==> src/spi_port_regs.vh <==
// spi_port_regs.vh: constants for the switch serial slave port
// assumes inclusion by the port modules only; definitions only
`ifndef SPI_PORT_REGS_VH
`define SPI_PORT_REGS_VH

// word layout
`define WORD_BITS      16
`define WD_BIT         15
`define ADDR_HI        14
`define ADDR_LO        12
`define DATA_HI        11
`define DATA_LO        0

// target register select codes (bits 14:12)
`define SEL_OUTPUT_CTRL 3'h0
`define SEL_DIRECT_IN   3'h4
`define SEL_LOAD_FAULT  3'h2
`define SEL_WDOG_SENSE  3'h6
`define SEL_OPEN_LOAD   3'h1
`define SEL_CURR_LIMIT  3'h5
`define SEL_UNUSED      3'h3
`define SEL_TEST        3'h7

// reset values
`define CFG_RESET      12'h000
`define STATUS_RESET   16'h0000

`endif

==> src/switch_spi_slave_port.v <==
// switch_spi_slave_port.v: serial slave port of a multi-output switch
// assumes SCLK, SI and chip select come from pins, oversampled by CLOCK
// (200 MHz against an SCLK of at most a few MHz)
//
// Summary of operation
// RQ1: full-duplex four-line serial slave port
// RQ2: both words travel MSB first, D15 leading
// RQ3: output control bit 0 off, 1 on
// RQ4: sample SI on falling SCLK while selected
// RQ5: shift next status bit on rising SCLK
// RQ6: master holds SCLK low changing chip select
// RQ7: master keeps SCLK low while deselected
// RQ8: deselected: ignore SCLK, SI; SO high-impedance
// RQ9: chip select rise commits word to register
// RQ10: chip select fall loads status word
// RQ11: commit only when bit count multiple of 16
// RQ12: D11:D0 data, D14:D12 select, D15 watchdog
// RQ13: bit counter cleared at chip select fall
`timescale 1ns/1ps
`include "spi_port_regs.vh"

module switch_spi_slave_port
(
    // clock and reset
    input  wire        CLOCK,
    input  wire        RST,
    // serial pins
    input  wire        SCLK,
    input  wire        SI,
    input  wire        CS_N,
    output reg         SO_OUT,
    output reg         SO_OE,
    // status to report, sampled at selection
    input  wire [15:0] STATUS_WORD,
    // configuration registers
    output reg  [11:0] OUTPUT_CTRL,
    output reg  [11:0] DIRECT_IN_CTRL,
    output reg  [11:0] LOAD_FAULT_CTRL,
    output reg  [11:0] WDOG_SENSE_CTRL,
    output reg  [11:0] OPEN_LOAD_CTRL,
    output reg  [11:0] CURR_LIMIT_CTRL,
    output reg  [11:0] TEST_CTRL,
    // watchdog bit of last committed word, and its commit pulse
    output reg         WDOG_BIT,
    output reg         COMMIT_PULSE
);

    wire sclk_s;               // filtered SCLK
    wire si_s;                 // filtered SI
    wire cs_n_s;               // filtered chip select

    reg         sclk_d_r;      // previous SCLK level for edge detect
    reg         cs_n_d_r;      // previous chip select level
    reg  [15:0] rx_r;          // input shift register
    reg  [15:0] tx_r;          // output shift register
    reg  [3:0]  cnt_r;         // bits modulo 16
    reg         any_r;         // at least one bit clocked this access

    wire sel     = ~cs_n_s;
    wire sclk_f  = sclk_d_r & ~sclk_s & sel;    // falling SCLK, selected
    wire sclk_r  = ~sclk_d_r & sclk_s & sel;    // rising SCLK, selected
    wire cs_fall = cs_n_d_r & ~cs_n_s;
    wire cs_rise = ~cs_n_d_r & cs_n_s;

    // synchronisers; chip select idles high so it resets high
    pin_sync #(.INIT(1'b0)) u_sclk
    (
        .clk  (CLOCK),
        .rst  (RST),
        .din  (SCLK),
        .dout (sclk_s)
    );

    pin_sync #(.INIT(1'b0)) u_si
    (
        .clk  (CLOCK),
        .rst  (RST),
        .din  (SI),
        .dout (si_s)
    );

    pin_sync #(.INIT(1'b1)) u_cs
    (
        .clk  (CLOCK),
        .rst  (RST),
        .din  (CS_N),
        .dout (cs_n_s)
    );

    // edge history of the filtered pins
    always @(posedge CLOCK)
    begin
        if (RST)
        begin
            sclk_d_r <= 1'b0;
            cs_n_d_r <= 1'b1;
        end
        else
        begin
            sclk_d_r <= sclk_s;
            cs_n_d_r <= cs_n_s;
        end
    end

    // receive side: shift in and count bits
    // edges outside selection never reach here, so a stray SCLK while
    // deselected is harmless even if the master breaks its idle habit
    always @(posedge CLOCK)
    begin
        if (RST)
        begin
            rx_r  <= `STATUS_RESET;
            cnt_r <= 4'h0;
            any_r <= 1'b0;
        end
        else if (cs_fall)
        begin
            cnt_r <= 4'h0;                       // RQ13
            any_r <= 1'b0;                       // RQ13
        end
        else if (sclk_f)
        begin
            rx_r  <= {rx_r[14:0], si_s};         // RQ4 RQ2
            cnt_r <= cnt_r + 4'h1;
            any_r <= 1'b1;
        end
    end

    // transmit side: MSB sits on SO first, advances on rising SCLK
    // the first rising edge after the leading bit moves to D14; the
    // master samples on falling edges, so D15 is read before it moves
    // the bit taken at the last falling edge enters at the bottom, so
    // after the status word SO repeats the received bits in order and
    // a daisy chain sees the first word it sent, D15 leading
    always @(posedge CLOCK)
    begin
        if (RST)
            tx_r <= `STATUS_RESET;
        else if (cs_fall)
            tx_r <= STATUS_WORD;                 // RQ10
        else if (sclk_r && any_r)
            tx_r <= {tx_r[14:0], rx_r[0]};       // RQ5 RQ2
    end

    // pin drive; SO released whenever chip select is high
    always @(posedge CLOCK)
    begin
        if (RST)
        begin
            SO_OUT <= 1'b0;
            SO_OE  <= 1'b0;
        end
        else
        begin
            SO_OE  <= sel;                       // RQ8 RQ1
            SO_OUT <= sel ? tx_r[15] : 1'b0;     // RQ1
        end
    end

    // commit at chip select rise when length is a nonzero whole word multiple
    // the commit uses the last 16 bits, so a daisy chain passes through
    always @(posedge CLOCK)
    begin
        if (RST)
        begin
            OUTPUT_CTRL     <= `CFG_RESET;
            DIRECT_IN_CTRL  <= `CFG_RESET;
            LOAD_FAULT_CTRL <= `CFG_RESET;
            WDOG_SENSE_CTRL <= `CFG_RESET;
            OPEN_LOAD_CTRL  <= `CFG_RESET;
            CURR_LIMIT_CTRL <= `CFG_RESET;
            TEST_CTRL       <= `CFG_RESET;
            WDOG_BIT        <= 1'b0;
            COMMIT_PULSE    <= 1'b0;
        end
        else
        begin
            COMMIT_PULSE <= 1'b0;
            if (cs_rise && any_r && cnt_r == 4'h0)    // RQ11 RQ9
            begin
                COMMIT_PULSE <= 1'b1;
                WDOG_BIT     <= rx_r[`WD_BIT];         // RQ12
                case (rx_r[`ADDR_HI:`ADDR_LO])         // RQ12
                `SEL_OUTPUT_CTRL:
                    OUTPUT_CTRL <= rx_r[`DATA_HI:`DATA_LO]; // RQ3
                `SEL_DIRECT_IN:
                    DIRECT_IN_CTRL <= rx_r[`DATA_HI:`DATA_LO];
                `SEL_LOAD_FAULT:
                    LOAD_FAULT_CTRL <= rx_r[`DATA_HI:`DATA_LO];
                `SEL_WDOG_SENSE:
                    WDOG_SENSE_CTRL <= rx_r[`DATA_HI:`DATA_LO];
                `SEL_OPEN_LOAD:
                    OPEN_LOAD_CTRL <= rx_r[`DATA_HI:`DATA_LO];
                `SEL_CURR_LIMIT:
                    CURR_LIMIT_CTRL <= rx_r[`DATA_HI:`DATA_LO];
                `SEL_TEST:
                    TEST_CTRL <= rx_r[`DATA_HI:`DATA_LO];
                default:
                    ;                            // unused select: no store
                endcase
            end
        end
    end

endmodule

==> src/pin_sync.v <==
// pin_sync.v: three-flop synchroniser with agreement filter
// assumes the input is asynchronous to CLOCK; one instance per pin
`timescale 1ns/1ps
`include "spi_port_regs.vh"

module pin_sync
#(
    parameter INIT = 1'b0      // level held during reset
)
(
    input  wire clk,           // system clock
    input  wire rst,           // synchronous reset, active high
    input  wire din,           // asynchronous pin level
    output reg  dout           // filtered level
);

    reg s1_r;                  // metastability catcher, read by s2 only
    reg s2_r;                  // second stage
    reg s3_r;                  // third stage

    // shift chain; change taken only once stages two and three agree
    always @(posedge clk)
    begin
        if (rst)
        begin
            s1_r <= INIT;
            s2_r <= INIT;
            s3_r <= INIT;
            dout <= INIT;
        end
        else
        begin
            s1_r <= din;
            s2_r <= s1_r;
            s3_r <= s2_r;
            if (s2_r == s3_r)
                dout <= s3_r;  // agreement filters single-cycle glitches
        end
    end

endmodule

==> config.mk <==
export PLATFORM = sky130hd
export DESIGN_NAME = switch_spi_slave_port
export DESIGN_NICKNAME = d
export VERILOG_FILES = /design/src/switch_spi_slave_port.v /design/src/pin_sync.v
export VERILOG_INCLUDE_DIRS = /design/src
export SDC_FILE = /design/constraint.sdc
export NUM_CORES = 1
export LEC_CHECK = 0
export ABC_AREA = 0
export BUFFER_PORTS_ARGS = -buffer_cell sky130_fd_sc_hd__buf_2
export CAP_MARGIN = 40
export CORE_MARGIN = 2
export CORE_UTILIZATION = 50
export DETAILED_ROUTE_END_ITERATION = 10
export PLACE_DENSITY = 0.77
export SLEW_MARGIN = 10
export SYNTH_ARGS = -nofsm -noshare
export SYNTH_HDL_FRONTEND = slang
export SYNTH_SLANG_ARGS = --single-unit
export TNS_END_PERCENT = 5
==> constraint.sdc <==
create_clock -name CLOCK -period 2.3 [get_ports CLOCK]
set_clock_uncertainty 0.15 [all_clocks]
set_input_delay 0.46 -clock CLOCK [delete_from_list [all_inputs] [get_ports CLOCK]]
set_output_delay 0.46 -clock CLOCK [all_outputs]
set_load 0.03 [all_outputs]
Yosys cells after proc, flatten, opt, wreduce, memory -nomap -nowiden
Cells that the tools add are included.
{"block": "word_totals", "ff_bits": 139, "output_inout_bits": 88, "inputBits": 21}
{"block": "classes", "eq_ne": 9, "bitwise_logic": 11, "addsub": 1, "reduce_logical": 16, "n_mux": 3}
{"cell": "$mux W16", "n": 2}
{"cell": "$reduce_and A2 Y1", "n": 8}
{"cell": "$eq A3 B3 Y1 const B", "n": 4}
{"cell": "$and A1 B1 Y1", "n": 6}
{"cell": "$not A1 Y1", "n": 5}
{"cell": "$add A4 B1 Y4 const B", "n": 1}
{"cell": "$logic_not A4 Y1", "n": 1}
{"cell": "$reduce_or A2 Y1", "n": 2}
{"cell": "$eq A1 B1 Y1", "n": 3}
{"cell": "$eq A3 B1 Y1 const B", "n": 1}
{"cell": "$eq A3 B2 Y1 const B", "n": 1}
{"cell": "$logic_and A1 B1 Y1", "n": 3}
{"cell": "$logic_not A3 Y1", "n": 1}
{"cell": "$reduce_bool A2 Y1", "n": 1}
{"cell": "$mux W1", "n": 1}

Logic depth before layout (Yosys ltp)
{"block": "depth", "depth_word": 6, "mapped_depth": 8, "depth_no_buf": 5}

By module
Synthesis repeated with hierarchy kept, for this count alone.
{"block": "hier_totals", "cells_unflattened": 537, "hier_area_um2": 5510.3}
{"module": "switch_spi_slave_port", "cells_each": 507, "area_per_inst_um2": 5170.0, "seq_area_each_um2": 2542.4, "instances": 1}
{"module": "pin_sync at u_sclk ...", "cells_each": 10, "area_per_inst_um2": 112.6, "seq_area_each_um2": 80.1, "instances": 2}
{"module": "pin_sync at u_cs", "cells_each": 10, "area_per_inst_um2": 115.1, "seq_area_each_um2": 80.1, "instances": 1}

Worst setup path after synthesis
OpenSTA, ideal clock, no wires.
{"block": "synth_path", "kind": "reg-to-reg", "start": "register cnt_r[0]", "end": "register DIRECT_IN_CTRL[10]", "path_slack_ps": 565, "synth_period_minus_slack_ps": 1735, "required_ps": 2078, "setup_ps": 72, "arrival_ps": 1513, "path_stages_with_launch": 9, "cell_sequence": "dfxtp_1 > inv_1 > ha_1 > nor2b_1 > clkbuf_1 > and4_1 > buf_2 > buf_6 > mux2i_1"}
{"block": "synth_via", "elab_chain_len": 3}
{"item": "from (decl)", "line_no": "switch_spi_slave_port.v:56", "source": "reg [3:0] cnt_r;"}
{"item": "from (signal assigned)", "line_no": "switch_spi_slave_port.v:124", "source": "cnt_r <= cnt_r + 4'h1;"}
{"item": "$logic_not A4 Y1", "line_no": "switch_spi_slave_port.v:179", "source": "if (cs_rise && any_r && cnt_r == 4'h0)"}
{"item": "$logic_and A1 B1 Y1", "line_no": "switch_spi_slave_port.v:179"}
{"item": "$reduce_and A2 Y1 (no source line)"}
{"item": "to (signal assigned)", "line_no": "switch_spi_slave_port.v:167", "source": "DIRECT_IN_CTRL <= `CFG_RESET;"}
{"item": "to (signal assigned)", "line_no": "switch_spi_slave_port.v:187", "source": "DIRECT_IN_CTRL <= rx_r[`DATA_HI:`DATA_LO];"}
{"item": "to (decl)", "line_no": "switch_spi_slave_port.v:37", "source": "output reg [11:0] DIRECT_IN_CTRL,"}
No other way between the ends.
A chain may end at the register's enable or synchronous reset.

Final worst setup path
{"block": "layout_path", "start": "register u_cs.dout", "end": "register DIRECT_IN_CTRL[7]"}
{"block": "layout_via", "elab_chain_len": 4}
{"item": "from (decl)", "line_no": "pin_sync.v:14", "source": "output reg dout"}
{"item": "from (signal assigned)", "line_no": "pin_sync.v:37", "source": "dout <= s3_r;"}
{"item": "$and A1 B1 Y1", "line_no": "switch_spi_slave_port.v:63", "source": "wire cs_rise = ~cs_n_d_r & cs_n_s;"}
{"item": "$logic_and A1 B1 Y1 (2 in a row)", "line_no": "switch_spi_slave_port.v:179"}
{"item": "$reduce_and A2 Y1 (no source line)"}
No other way between the ends.

==> impl_metrics.toml <==
[worst_setup_path]
rr_startpoint = "u_cs.dout"
r2r_cells = 3
crit_path_max_fanout = 12
arrival_ps = 2290
r2r-end = "DIRECT_IN_CTRL[7]"
setup.worst_path.end = "DIRECT_IN_CTRL[7]"
worst_setup_path_end_kind = "flip-flop"
crit_type = "reg2reg"
worstPathRequired_ps = 2590
startpoint = "u_cs.dout"
rrSetupSlack_ps = 300
start_kind = "flip-flop"

[synth]
syn_avg_cell_area_um2 = 10.3
synth_area_leaders = "dfxtp_1 50%, mux2i_1 16%, nand2b_1 11%"
synthXorXnorAreaFrac_pct = 0.159
synthArstFlopShare_pct = 0
synth_largest_area_cell = "dfxtp_1"
synth_warnings = 0
synth_edf_count = 0
synthCells = 539
synth_top_family_by_area = "simple AND/OR/NAND/NOR gates"
synth_seq_cells = 139
yosysUniqueCellTypes = 39
synth_top_cell_area_share_pct = 50.4
syn-num-nets = 562
synth-compound-area-share_pct = 6.18
syn_area_mm2 = 0.00553
synth-simple-area-share_pct = 22.6
synth_mux_area_share_pct = 15.6
yosysSeqAreaShare_pct = 50.4
synth_flop_cell = "dfxtp_1"
synthAdderAreaFrac_pct = 0.453

[timing]
setup_violations = 0
layout_min_cycle_time_ps = 2000
final.period_utilization_pct = 86.9
slew_viol_final = 0
worst_pin_slew_ps = 701
finalHoldViolCount = 0
tns_ps = 0
rsz0062_at_grt = "false"
maxSlewHeadroom_pct = 53.3
whs_ps = 66.0
fmax_ghz = 0.501

[floorplan]
die_w_um = 109
core_mm2 = 0.0108
dieHeight_um = 109
num_rows = 38
die-area_mm2 = 0.0119
start_util_pct = 51.2
io_pins = 109

[clocking]
clk_latency_ps = 520
cts_resized = 0
cts.htree.levels = 4
cts.sinks = 139
ctsLongestPathBuffers = 2
path_clk_slew_ps = 60
cts_tree = "built"
cts_root_buf = "clkbuf_8"
numCtsBuffers = 17

[placed_design]
dp.cells = 761
dp_hpwl_mm = 8.09
dpl_cell_area_mm2 = 0.00610
portBuffers = 108
place.gp.congestion = 0.785

[drt]
route.final.wire_length_mm = 12.4
drt_pre_antenna_iters = 4
antenna_left = 0
wl_per_cell_um = 15.6
vias = 4113
drt_iter0_drc = 224
drc = 0
avgViaCountPerCell = 5.17

[hold_path]
hp-class = "in2reg"
hold_depth = 3

[layout]
drive_gt1_share_pct = 25.3
synthToLayoutAreaGrowth_pct = 22.1
design_area_mm2 = 0.00675
n_antenna_cell = 0
layout.nets = 666
final_common_cell = "dfxtp_1"
final_cells = 795
fillCellCount = 865
final_cell_mix = "139 x dfxtp_1, 107 x buf_2, 100 x nand2b_1"

[global_routing]
grt_pass1_wl_mm = 20.0
grt_max_degree = 62
grt_pass1_vias = 4158
track_usage_pct = 21.9
grt_overflow_total = 0
grt_antenna_before_repair = 0

[run]
cap_violations = 0

[pwr]
pwr_density_cell_mw_per_mm2 = 787
ir_drop_mv = 0.505
p_leak_nw = 3.10
finalPower_mw = 5.31

[run_status]
outcome = "finished clean"
-- metal layers --
layer	vias to the layer above	GRT usage, %	wire length, µm
met5	-	0	0
met4	0	8.88	208
met3	14	6.22	745
met2	113	37.1	6120
met1	1957	26.2	5310
li1	2029	-	-
-- per-stage QoR --
stage	utilization [%]	worst slack [ps]
2_1_floorplan	-	565
3_3_place_gp	56.6	401
3_5_place_dp	56.6	307
4_1_cts	62.5	287
5_1_grt	62.5	163
6_report	62.5	302
-- worst min path at each step --
stage,from,endpoint,slack (ps)
5_1_grt,STATUS_WORD[5],tx_r[5],70
3_5_place_dp,u_cs.s1_r,u_cs.s2_r,240
3_3_place_gp,u_cs.s1_r,u_cs.s2_r,240
4_1_cts,STATUS_WORD[6],tx_r[6],50
6_report,STATUS_WORD[6],tx_r[6],70
2_1_floorplan,u_cs.s1_r,u_cs.s2_r,240
-- state kept, by name, summed over array words and instances, names as in the netlist, 4 cells and up --
name and cells:
DIRECT_IN_CTRL 12, WDOG_SENSE_CTRL 12, cnt_r 4, CURR_LIMIT_CTRL 12
LOAD_FAULT_CTRL 12, tx_r 16, rx_r 16, OUTPUT_CTRL 12
TEST_CTRL 12, OPEN_LOAD_CTRL 12
-- logic make-up after synthesis --
kind of cell | count (synthesis)
adder cells (fa/ha/maj) | 2
AND/OR/NAND/NOR | 223
buffers and inverters | 43
AO/OA/AOI/OAI | 45
multiplexers | 86
XOR/XNOR | 1
flip-flops | 139
-- power breakdown --
group          switching [mW]  internal (mW)  total [mW]  leakage [nW]
Clock                   0.988           1.81        2.80         0.297
Sequential            0.00318           2.42        2.42          1.12
Combinational          0.0429         0.0493      0.0922          1.68
-- timing repair --
action / 4_1_cts / 5_1_grt
hold endpoints to repair: 3 / 0
hold buffers: 3 / 0
setup buffers: 0 / 0
-- Yosys cell counts (all sizes together), types with 2 or more instances --
cell type	number
dfxtp	139
nand2b	100
mux2i	86
nand2	65
buf	26
a21oi	23
clkbuf	14
nor3	14
a311oi	13
nor2b	11
nor2	8
o21ai	5
nand4b	4
or2	4
inv	3
nand4	3
a211oi	2
and2	2
ha	2
nand3	2
nor4bb	2
-- worst max-delay path, cell delays in order, from the launching register on --
cell and delay [ps]:
dfxtp_1 430, nor4bb_1 380, and4_1 680, mux2i_1 280
-- final cells by class --
type                    instances  area (µm²)  share of cell area (%)
clock buffers                  20         445                    6.60
clock inverters                11         168                    2.48
inverters                       3        11.3                   0.167
multi-input cells             357        2490                    36.9
flip-flops and latches        139        2780                    41.2
well taps                     140         175                    2.60
repair buffers                125         678                    10.1
(Power assumes the default switching activity.)
